$ cat config.mk
export PLATFORM = sky130hd
export DESIGN_NAME = acmc_top
export DESIGN_NICKNAME = d
export VERILOG_FILES = /design/src/hdl/acmc_chan.v /design/src/hdl/acmc_top.v
export VERILOG_INCLUDE_DIRS = /design/src /design/src/hdl
export SDC_FILE = /design/constraint.sdc
export NUM_CORES = 1
export LEC_CHECK = 0
export ABC_AREA = 1
export BUFFER_PORTS_ARGS = -buffer_cell sky130_fd_sc_hd__buf_4
export CAP_MARGIN = 25
export CELL_PAD_IN_SITES_DETAIL_PLACEMENT = 1
export CELL_PAD_IN_SITES_GLOBAL_PLACEMENT = 1
export CORE_MARGIN = 2
export CORE_UTILIZATION = 45
export DETAILED_ROUTE_END_ITERATION = 12
export PLACE_DENSITY = 0.88
export SLEW_MARGIN = 5
export SYNTH_ARGS = -nofsm -noshare
export SYNTH_HDL_FRONTEND = slang
export SYNTH_SLANG_ARGS = --single-unit
$ cat constraint.sdc
create_clock -name CLK -period 9.7 [get_ports CLK]
set_clock_uncertainty 0.05 [all_clocks]
set_input_delay 1.94 -clock CLK [delete_from_list [all_inputs] [get_ports CLK]]
set_output_delay 1.94 -clock CLK [all_outputs]
set_load 0.02 [all_outputs]
$ cat src/hdl/acmc_regs.vh
// Register offsets, field positions, reset values and timing counts
// for the comparator measure control block.
// Assumes a 100 MHz clock and APB byte addresses in PADDR[11:0].
`ifndef ACMC_REGS_VH
`define ACMC_REGS_VH

// Register byte offsets.
`define ACMC_OFS_CTRL    12'h000
`define ACMC_OFS_TRIG    12'h004
`define ACMC_OFS_EVR     12'h008
`define ACMC_OFS_INTEN   12'h00c
`define ACMC_OFS_INTFLAG 12'h010
`define ACMC_OFS_STATUS  12'h014
`define ACMC_OFS_WINDOW_CONTROL 12'h018
`define ACMC_OFS_CC0     12'h020
`define ACMC_OFS_CC1     12'h024
`define ACMC_OFS_DIV0    12'h028
`define ACMC_OFS_DIV1    12'h02c

// Control register fields.
`define ACMC_CTRL_EN     0
`define ACMC_CTRL_SWRST  1

// Comparator control fields.
`define ACMC_CC_EN       0
`define ACMC_CC_SINGLE   1
`define ACMC_CC_ISEL     4:3
`define ACMC_CC_PSEL     9:8
`define ACMC_CC_MSEL     14:12
`define ACMC_CC_HYSTON   16
`define ACMC_CC_HYSTLV   18:17

// Event routing fields.
`define ACMC_EVR_CMPO    1:0
`define ACMC_EVR_WINO    2
`define ACMC_EVR_TRGI    5:4

// Window control fields.
`define ACMC_WIN_EN      0
`define ACMC_WIN_ISEL    2:1

// Minus input code that selects the supply divider.
`define ACMC_MSEL_DIV    3'h5

// Reset values.
`define ACMC_CC_RST      19'h00000
`define ACMC_DIV_RST     6'h00

// Timing.
`define ACMC_CLK_MHZ     100
`define ACMC_STARTUP_NS  1000
`define ACMC_STARTUP_CYC \
    ((`ACMC_STARTUP_NS * `ACMC_CLK_MHZ + 999) / 1000)

`endif

$ cat src/hdl/acmc_chan.v
// One comparator channel: start-up wait, sampling and edge conditions.
// Assumes smp is already synchronised to clk and start is a one-cycle
// pulse on clk.
`include "acmc_regs.vh"

module acmc_chan (
    input  wire       clk,
    input  wire       srst,
    input  wire       ce,
    input  wire       en,
    input  wire       single,
    input  wire       start,
    input  wire       smp,
    input  wire [1:0] irq_condition_select,
    output reg        ana_on_q,
    output reg        level_q,
    output reg        done_q,
    output reg        upd_q,
    output reg        irq_q,
    output wire       busy
);

    // One-hot channel states.
    localparam [3:0] S_OFF  = 4'h1;
    localparam [3:0] S_WARM = 4'h2;
    localparam [3:0] S_RUN  = 4'h4;
    localparam [3:0] S_IDLE = 4'h8;
    localparam integer STUP_N = `ACMC_STARTUP_CYC - 1;
    localparam [7:0] STUP_LAST = STUP_N[7:0];

    reg [3:0] st_q;   // Channel state.
    reg [7:0] cnt_q;  // Start-up cycle counter.

    // A sample is taken at the end of start-up and on every cycle after it
    // in continuous mode.
    wire warm_end = (st_q == S_WARM) && (cnt_q == STUP_LAST);
    wire take     = en && (warm_end || (st_q == S_RUN));
    wire rise     = take && smp && !level_q;
    wire fall     = take && !smp && level_q;
    reg  cond;

    assign busy = (st_q == S_WARM);

    // Interrupt condition chosen by the select field.
    always @*
    begin
        case (irq_condition_select)
            2'h0:    cond = rise | fall; // RQ3
            2'h1:    cond = rise;
            2'h2:    cond = fall;
            default: cond = take && warm_end;
        endcase
    end

    // State sequencing; leaving the enable always drops to off.
    always @(posedge clk)
    begin
        if (srst)
        begin
            st_q     <= S_OFF;
            cnt_q    <= 8'h00;
            ana_on_q <= 1'b0;
        end
        else if (ce)
        begin
            if (!en)
            begin
                st_q     <= S_OFF;
                ana_on_q <= 1'b0;
            end
            else
            begin
                case (st_q)
                    S_OFF:
                    begin
                        // Single-shot idles with the analog part off.
                        if (single)
                            st_q <= S_IDLE; // RQ8
                        else
                        begin
                            st_q     <= S_WARM; // RQ2
                            ana_on_q <= 1'b1;
                            cnt_q    <= 8'h00;
                        end
                    end
                    S_WARM:
                    begin
                        if (warm_end)
                        begin
                            // In continuous mode only the first comparison waits.
                            st_q     <= single ? S_IDLE : S_RUN; // RQ5
                            ana_on_q <= !single;
                        end
                        else
                            cnt_q <= cnt_q + 8'h01;
                    end
                    S_RUN:
                        st_q <= S_RUN; // RQ1
                    S_IDLE:
                    begin
                        // A trigger during warm-up is ignored.
                        if (start)
                        begin
                            st_q     <= S_WARM; // RQ12
                            ana_on_q <= 1'b1;
                            cnt_q    <= 8'h00;
                        end
                    end
                    default:
                        st_q <= S_OFF;
                endcase
            end
        end
    end

    // Result, ready bit and condition pulses. The level only moves on a
    // taken sample, so edges compare against the previous measurement.
    always @(posedge clk)
    begin
        if (srst)
        begin
            level_q <= 1'b0;
            done_q  <= 1'b0;
            upd_q   <= 1'b0;
            irq_q   <= 1'b0;
        end
        else if (ce)
        begin
            upd_q <= take;
            irq_q <= cond; // RQ6 RQ11
            if (!en)
                done_q <= 1'b0;
            else if (take)
            begin
                level_q <= smp; // RQ1
                done_q  <= 1'b1; // RQ5 RQ9
            end
            else if (start && (st_q == S_IDLE))
                done_q <= 1'b0; // RQ9 RQ10
        end
    end

endmodule

$ cat src/hdl/acmc_top.v
// Comparator measure control: APB registers, two comparator channels,
// window logic, events, interrupt request and kernel clock request.
// Assumes CMP_RAW comes straight from the analog comparators and that
// EV_START, SLEEP come from logic on CLK.
//
// Function
// RQ1: Continuous mode keeps latest result in status.
// RQ2: Wait start-up delay; result unavailable meanwhile.
// RQ3: Interrupt on toggle, rise, fall or done.
// RQ4: Output event follows level regardless of enable.
// RQ5: Continuous: after start-up update, ready, keep comparing.
// RQ6: Continuous edges compare current and previous sample.
// RQ7: Sleep continuous: toggles request clock, then release.
// RQ8: Single-shot idles until trigger, one comparison.
// RQ9: Trigger clears ready; completion sets it.
// RQ10: Enabled event input starts own single shot.
// RQ11: Single-shot edges compare consecutive measurement results.
// RQ12: Sleep event shot requests clock, then stops.
// RQ13: Software changes input selects only while disabled.
// RQ14: Plus selects pins; minus adds internal refs.
// RQ15: Logic unit consumption needs setting one or two.
// RQ16: Window mode needs equal single settings.
// RQ17: Window state readable; window interrupt by select.
// RQ18: Window event follows inside state; comparators continue.
// RQ19: Window single-shot: any trigger starts both.
// RQ20: Divider on when minus select five and enabled.
// RQ21: Hysteresis per comparator, continuous mode only.
// RQ22: Request while flag and enable both set.
// RQ23: Window state derived from both comparator results.
//
// The APB register port and the register addresses were chosen for this implementation.
`include "acmc_regs.vh"

module acmc_top (
    input  wire        CLK,
    input  wire        SRST,
    input  wire        CE,
    input  wire        PSEL,
    input  wire        PENABLE,
    input  wire        PWRITE,
    input  wire [11:0] PADDR,
    input  wire [31:0] PWDATA,
    input  wire [3:0]  PSTRB,
    output reg  [31:0] PRDATA,
    output reg         PREADY,
    output reg         PSLVERR,
    input  wire [1:0]  CMP_RAW,
    input  wire [1:0]  EV_START,
    input  wire        SLEEP,
    output reg  [1:0]  EV_COMP,
    output reg         EV_WIN,
    output reg         IRQ,
    output reg         KCLK_REQ,
    output reg  [1:0]  ANA_EN,
    output reg  [3:0]  PLUS_SEL,
    output reg  [5:0]  MINUS_SEL,
    output reg  [1:0]  DIV_EN,
    output reg  [11:0] DIV_LVL,
    output reg  [1:0]  NOISE_MARGIN_LEVEL_EN,
    output reg  [3:0]  NOISE_MARGIN_LEVEL_LVL
);

    // Window state codes.
    localparam [1:0] W_BELOW  = 2'h0;
    localparam [1:0] W_INSIDE = 2'h1;
    localparam [1:0] W_ABOVE  = 2'h2;

    reg         ctrl_en_q;   // Global enable.
    reg         swrst_q;     // Software reset pulse.
    reg  [5:0]  evr_q;       // Event routing.
    reg  [2:0]  inten_q;     // Interrupt enables.
    reg  [2:0]  flag_q;      // Sticky interrupt flags.
    reg  [2:0]  winctl_q;    // Window control.
    reg  [18:0] cc_q [0:1];  // Comparator control words.
    reg  [5:0]  dv_q [0:1];  // Divider levels.
    reg  [1:0]  sync1_q;     // First synchroniser stage.
    reg  [1:0]  sync2_q;     // Second synchroniser stage.
    reg  [1:0]  wprev_q;     // Window state at the last update.
    reg  [31:0] rdata;       // Read mux result.
    reg         hit;         // Address decodes to a register.

    wire        rst = SRST | swrst_q;
    wire        setup = PSEL & ~PENABLE;
    wire        wr = PSEL & PENABLE & PWRITE & PREADY;
    wire [31:0] bmask = {{8{PSTRB[3]}}, {8{PSTRB[2]}},
                         {8{PSTRB[1]}}, {8{PSTRB[0]}}};
    wire [31:0] wd = PWDATA & bmask;
    wire [1:0]  level;
    wire [1:0]  done;
    wire [1:0]  upd;
    wire [1:0]  cirq;
    wire [1:0]  ana_on;
    wire [1:0]  busy;
    wire [1:0]  single;
    wire [1:0]  trig;
    wire        win_en = winctl_q[`ACMC_WIN_EN];
    // Window pairing relies on both channels sharing the single setting.
    wire        win_single = win_en & single[0] & single[1]; // RQ16

    // Any trigger starts both channels in window single-shot mode.
    wire [1:0]  start = win_single ? {2{|trig}} : trig; // RQ19

    // Window classification: both low is below, both high is above,
    // and a split means the shared input sits between the two limits.
    wire [1:0]  wstate = (level == 2'b00) ? W_BELOW :
                         (level == 2'b11) ? W_ABOVE : W_INSIDE; // RQ23
    wire        wchg = win_en & (|upd) & (wstate != wprev_q);
    reg         wirq;

    // Window interrupt condition from the select field.
    always @*
    begin
        case (winctl_q[`ACMC_WIN_ISEL])
            2'h0:    wirq = wchg & (wstate == W_ABOVE); // RQ17
            2'h1:    wirq = wchg & (wstate == W_INSIDE);
            2'h2:    wirq = wchg & (wstate == W_BELOW);
            default: wirq = wchg & (wprev_q == W_INSIDE);
        endcase
    end

    // Comparator outputs are asynchronous; two stages before any use.
    always @(posedge CLK)
    begin
        if (SRST)
        begin
            sync1_q <= 2'b00;
            sync2_q <= 2'b00;
        end
        else if (CE)
        begin
            sync1_q <= CMP_RAW;
            sync2_q <= sync1_q;
        end
    end

    // Per-channel registers, triggers and channel logic.
    genvar i;
    generate
        for (i = 0; i < 2; i = i + 1)
        begin : g_ch
            wire [11:0] cc_ofs = (i == 0) ? `ACMC_OFS_CC0 : `ACMC_OFS_CC1;
            wire [11:0] dv_ofs = (i == 0) ? `ACMC_OFS_DIV0 : `ACMC_OFS_DIV1;

            assign single[i] = cc_q[i][`ACMC_CC_SINGLE];
            // Software trigger or routed event; only matters in single.
            assign trig[i] = single[i] &
                ((wr & (PADDR == `ACMC_OFS_TRIG) & wd[i]) | // RQ8
                 (EV_START[i] & evr_q[4 + i])); // RQ10

            // Control and divider words.
            always @(posedge CLK)
            begin
                if (rst)
                begin
                    cc_q[i] <= `ACMC_CC_RST;
                    dv_q[i] <= `ACMC_DIV_RST;
                end
                else if (CE && wr)
                begin
                    if (PADDR == cc_ofs)
                        cc_q[i] <= (cc_q[i] & ~bmask[18:0]) | wd[18:0];
                    else if (PADDR == dv_ofs)
                        dv_q[i] <= (dv_q[i] & ~bmask[5:0]) | wd[5:0];
                end
            end

            acmc_chan u_chan (
                .clk      (CLK),
                .srst     (rst),
                .ce       (CE),
                .en       (ctrl_en_q & cc_q[i][`ACMC_CC_EN]),
                .single   (single[i]),
                .start    (start[i]),
                .smp      (sync2_q[i]),
                .irq_condition_select   (cc_q[i][`ACMC_CC_ISEL]),
                .ana_on_q (ana_on[i]),
                .level_q  (level[i]),
                .done_q   (done[i]),
                .upd_q    (upd[i]),
                .irq_q    (cirq[i]),
                .busy     (busy[i])
            );

            // Analog-side controls, all registered.
            always @(posedge CLK)
            begin
                if (rst)
                begin
                    ANA_EN[i]           <= 1'b0;
                    PLUS_SEL[2*i+1:2*i] <= 2'h0;
                    MINUS_SEL[3*i+2:3*i] <= 3'h0;
                    DIV_EN[i]           <= 1'b0;
                    DIV_LVL[6*i+5:6*i]  <= 6'h00;
                    NOISE_MARGIN_LEVEL_EN[i]          <= 1'b0;
                    NOISE_MARGIN_LEVEL_LVL[2*i+1:2*i] <= 2'h0;
                end
                else if (CE)
                begin
                    ANA_EN[i] <= ana_on[i];
                    // Muxes only move while the channel is off, so a
                    // careless write never glitches a live comparison.
                    if (!ana_on[i]) // RQ13
                    begin
                        PLUS_SEL[2*i+1:2*i] <= cc_q[i][`ACMC_CC_PSEL]; // RQ14
                        MINUS_SEL[3*i+2:3*i] <= cc_q[i][`ACMC_CC_MSEL];
                    end
                    DIV_EN[i] <= ana_on[i] & (cc_q[i][`ACMC_CC_MSEL] ==
                                 `ACMC_MSEL_DIV); // RQ20
                    DIV_LVL[6*i+5:6*i] <= dv_q[i];
                    NOISE_MARGIN_LEVEL_EN[i] <= cc_q[i][`ACMC_CC_HYSTON] &
                                  ~single[i]; // RQ21
                    NOISE_MARGIN_LEVEL_LVL[2*i+1:2*i] <= cc_q[i][`ACMC_CC_HYSTLV];
                end
            end
        end
    endgenerate

    // Shared registers and sticky flags; a set wins over a clear.
    always @(posedge CLK)
    begin
        if (rst)
        begin
            ctrl_en_q <= 1'b0;
            evr_q     <= 6'h00;
            inten_q   <= 3'h0;
            flag_q    <= 3'h0;
            winctl_q  <= 3'h0;
            wprev_q   <= W_BELOW;
        end
        else if (CE)
        begin
            if (wr && (PADDR == `ACMC_OFS_CTRL) && PSTRB[0])
                ctrl_en_q <= PWDATA[`ACMC_CTRL_EN];
            else if (wr && (PADDR == `ACMC_OFS_EVR) && PSTRB[0])
                evr_q <= PWDATA[5:0];
            else if (wr && (PADDR == `ACMC_OFS_INTEN) && PSTRB[0])
                inten_q <= PWDATA[2:0];
            else if (wr && (PADDR == `ACMC_OFS_WINDOW_CONTROL) && PSTRB[0])
                winctl_q <= PWDATA[2:0];
            // Write one to clear; fresh conditions override.
            flag_q <= (flag_q & ~((wr && (PADDR == `ACMC_OFS_INTFLAG))
                      ? wd[2:0] : 3'h0)) | {wirq, cirq}; // RQ3 RQ17
            if (win_en && (|upd))
                wprev_q <= wstate;
        end
    end

    // Software reset: one cycle pulse that resets every register except the synchronisers and the pulse register itself.
    always @(posedge CLK)
    begin
        if (SRST)
            swrst_q <= 1'b0;
        else if (CE)
            swrst_q <= wr & (PADDR == `ACMC_OFS_CTRL) & PSTRB[0] &
                       PWDATA[`ACMC_CTRL_SWRST] & ~swrst_q;
    end

    // Events, interrupt request and kernel clock request.
    always @(posedge CLK)
    begin
        if (rst)
        begin
            EV_COMP  <= 2'b00;
            EV_WIN   <= 1'b0;
            IRQ      <= 1'b0;
            KCLK_REQ <= 1'b1;
        end
        else if (CE)
        begin
            // Events ignore interrupt enables.
            EV_COMP <= level & evr_q[`ACMC_EVR_CMPO]; // RQ4
            EV_WIN  <= win_en & evr_q[`ACMC_EVR_WINO] &
                       (wstate == W_INSIDE); // RQ18
            IRQ     <= |(flag_q & inten_q); // RQ22
            // In sleep the clock is wanted only for a warm-up, a pending
            // toggle or a wake-up; otherwise it is released again.
            KCLK_REQ <= ~SLEEP | (|busy) | // RQ12
                        (|((sync2_q ^ level) & ana_on)) | // RQ7
                        (|(flag_q & inten_q));
        end
    end

    // Read mux and address decode.
    always @*
    begin
        rdata = 32'h00000000;
        hit   = 1'b1;
        if (PADDR == `ACMC_OFS_CTRL)
            rdata[`ACMC_CTRL_EN] = ctrl_en_q;
        else if (PADDR == `ACMC_OFS_TRIG)
            rdata = 32'h00000000;
        else if (PADDR == `ACMC_OFS_EVR)
            rdata[5:0] = evr_q;
        else if (PADDR == `ACMC_OFS_INTEN)
            rdata[2:0] = inten_q;
        else if (PADDR == `ACMC_OFS_INTFLAG)
            rdata[2:0] = flag_q;
        else if (PADDR == `ACMC_OFS_STATUS)
            rdata = {22'h000000, done, 2'h0, wstate, 2'h0, level}; // RQ17
        else if (PADDR == `ACMC_OFS_WINDOW_CONTROL)
            rdata[2:0] = winctl_q;
        else if (PADDR == `ACMC_OFS_CC0)
            rdata[18:0] = cc_q[0];
        else if (PADDR == `ACMC_OFS_CC1)
            rdata[18:0] = cc_q[1];
        else if (PADDR == `ACMC_OFS_DIV0)
            rdata[5:0] = dv_q[0];
        else if (PADDR == `ACMC_OFS_DIV1)
            rdata[5:0] = dv_q[1];
        else
            hit = 1'b0;
    end

    // APB answer: data captured at setup, ready for exactly the first
    // access cycle. Status read one cycle early is the price of
    // registered outputs.
    always @(posedge CLK)
    begin
        if (rst)
        begin
            PRDATA  <= 32'h00000000;
            PREADY  <= 1'b0;
            PSLVERR <= 1'b0;
        end
        else if (CE)
        begin
            if (setup)
            begin
                PRDATA  <= PWRITE ? 32'h00000000 : rdata;
                PREADY  <= 1'b1;
                PSLVERR <= ~hit;
            end
            else
            begin
                PREADY  <= 1'b0;
                PSLVERR <= 1'b0;
            end
        end
    end

endmodule

==> results.md <==
* Outcome: complete, no violations
* Core Rows at just under 50
* CTS root buf: clkbuf_16
* WP data arrival at between 4 and 5 ns
* F_max at 0.2490 GHz
* Area growth, synth to finish at 17.92%
* Layout Cells excl Fill at between 1000 and 1500
* DR vias/cell at 5.553
* Endpoint class of the critical path: flop
* Critical R2R Launch: PREADY
* WHS Endpoint: sync1_q[1]
* Yosys warnings at 0
* Worst R2R Path Depth at 5
* # Post-CTS Setup Buffers at 0
* Die width at 139.4 um
* I/O pin count at 130
* Post-synth top area share at about 28%
* Overflow after GRT at 0
* Pin count of the biggest net entering global routing at 64
* Launch point of the worst hold path: sync1_q[1]
* Leakage dissipation at ~4.2 nW
* GRT Util Overall at between 20% and 30%
* Num CTS Buffers at 17
* CTS clk-pin slew, worst paths at around 0.070 ns
* Sequential-to-total area share from yosys stat at a little under half
* Post-Syn Area at between 0.008 and 0.009 mm2
* Power, Total at roughly 1.5 mW
* Cells after Synth at 1095
* Antenna diodes at 0
* Final Hold Fails at 0
* Final nets at 1248
* Pre-CTS WS at approximately 5.3 ns
* Setup slack after layout at 5.685 ns
* Hold Crit Depth at 2
* Hold-fix buffers, CTS at 0
* Number of synthesized flops with an enable pin at 50
* Initial Util at approximately 46%
* Max-slew violations at 0
* Iteration count of the initial detailed-routing pass at 5
* Reg2reg end: cc_q[1][14]
* Vias at roughly 8000
* Final worst-path cycle share at between 40% and 50%
* CORE AREA at ~0.018 mm2
* Max cap viols at 0
* Initial DRC count at between 600 and 700
* PortBufs at 102
* DP HPWL at ~18000 um
* R2r setup slk at 7.28 ns
* Setup Crit Path Kind: input pin to flop
* Initial antenna violation count at 0
* Final setup fails at 0
* PwrDens at 159.1 mW/mm2
* HP Class: flop to flop
* Largest area contributor in the netlist: dfxtp_1
* Synth top cells by count: nand2_1, a21oi_1, nor2_1
* Placed Cells incl. Taps at about 1400
* Total wire length at ~26000 um
* Async SR Flop Fraction at 0%
* Slew margin rel. at 48.59%
* WL per Instance at between 15 and 20 um
* DRC at 0
* Crit start category: input pin
* Max VDD drop at 0.1324 mV
* Bufs on Longest Clock Path at 2
* Crit-path max FO at 53
* Top-count cell post-synth: nand2_1
* Ratio of cells with drive above 1 in the final layout at between 15 and 20%
* Total clock sinks at approximately 170
* Post-synthesis register bit count at 165
* First-pass GRT wire length at 42340 um
* Die H at 139.4 um
* Final GP Congestion at 0.9091
* Worst-Skew Late Latency at ~0.45 ns
* Setup TNS at 0 ns
* ANT nets after route at 0
* Post-CTS sizing at 0
* Vias in the first global route at between 7000 and 8000
* Minimum clock period at about 4.0 ns
* Worst-margin pin slew at between 0.7 and 0.8 ns
* Avg Cell Area, Syn at ~7.5 um2
* Synth area leaders: dfxtp_1, edfxtp_1, nand2_1
* Distinct cells, synth at 49
* Die area at 0.01942 mm2
* RSZ-0062 raised after global routing: no
* CTS tree: yes
* H-tree depth at 4
* Predominant post-synthesis flop cell: dfxtp_1
* Req. time, crit path at 9.77 ns
-- per-layer routing --
| layer | global-route usage [%] | vias to the layer above | share of wire (%) |
|---|---|---|---|
| li1 | - | 3784 | - |
| met1 | 34.84 | 3826 | 43 |
| met2 | 46.28 | 252 | 49 |
| met3 | 5.058 | 56 | 5.9 |
| met4 | 9.729 | 0 | 2.5 |
| met5 | 0 | - | 0 |
-- worst max path at each step --
stage                     startpoint          end  slack (ns)  cells past startpoint
after global routing              CE    PRDATA[5]        5.48                     11
after CTS                         CE    PRDATA[5]        5.70                     11
after global placement            CE    PRDATA[5]        5.30                     11
after detailed placement          CE    PRDATA[5]        5.27                     11
final                             CE  cc_q[1][14]        5.68                      7
after floorplan                   CE   cc_q[1][0]        5.19                      6
-- final cells by class --
class,instances,area (um2)
clock inverters,15,160.2
multi-input cells,757,3721
inverters,134,506.7
flip-flops and latches,165,3804
repair buffers,109,818.3
well taps,229,286.5
clock buffers,17,425.4
fillers,2286,8242
-- cell usage in the layout (no fill, tap or decap), types with 6 or more instances in the layout --
master / synthesis / layout
a211oi_1: 8 / 8
dfxtp_1: 115 / 115
nor4_1: 6 / 6
nand4_1: 20 / 20
clkbuf_16: 0 / 17
nor2_1: 133 / 132
nor3_1: 17 / 17
edfxtp_1: 50 / 50
o21ai_1: 8 / 10
nand2_2: 12 / 12
o21ai_0: 65 / 63
buf_4: 14 / 109
inv_1: 122 / 122
nand3_1: 52 / 52
conb_1: 1 / 13
inv_2: 8 / 8
a21oi_1: 139 / 139
nand2_1: 220 / 220
-- state kept, by name, summed over array words and instances (netlist names), 4 cells and up --
register                count
cc_q                       38
PRDATA                     19
g_ch.u_chan.cnt_q          16
DIV_LVL                    12
dv_q                       12
g_ch.u_chan.st_q            8
MINUS_SEL                   6
evr_q                       6
NOISE_MARGIN_LEVEL_LVL      4
PLUS_SEL                    4
-- logic make-up (layout without fill, tap and decap cells) --
logic type	Yosys count	count (layout)	share of synthesized area, %
other	1	13	0.04549
flip-flops	165	165	46.14
AND/OR/NAND/NOR	493	493	27.62
AO/OA/AOI/OAI	242	242	15.65
buffers and inverters	185	275	9.364
XOR/XNOR	4	4	0.4249
adder cells (fa/ha/maj)	5	5	0.7588
-- stage by stage --
| step | hold WS (ns) | utilization, % | instance area, um2 |
|---|---|---|---|
| 2_1_floorplan | 0.3853 | - | 8289 |
| 3_3_place_gp | 0.4029 | 50.86 | 9136 |
| 3_5_place_dp | 0.4069 | 50.86 | 9136 |
| 4_1_cts | 0.4166 | 54.12 | 9722 |
| 5_1_grt | 0.4377 | 54.12 | 9722 |
| 6_report | 0.4156 | 54.12 | 9722 |
-- where the power goes --
group / total, mW / leakage [nW] / internal, mW / switching (mW)
Combinational: 0.131 / 2.44 / 0.0423 / 0.0886
Clock: 0.675 / 0.283 / 0.344 / 0.331
Sequential: 0.741 / 1.45 / 0.727 / 0.0135
Total: 1.55 / 4.17 / 1.11 / 0.433
-- critical path, stage by stage --
cell     delay (ns)
buf_4          0.50
inv_2          0.05
buf_4          0.30
nor2_2         0.43
inv_1          0.15
o21ai_1        0.30
buf_4          0.36
No activity file was read; power rests on OpenSTA's default activity.
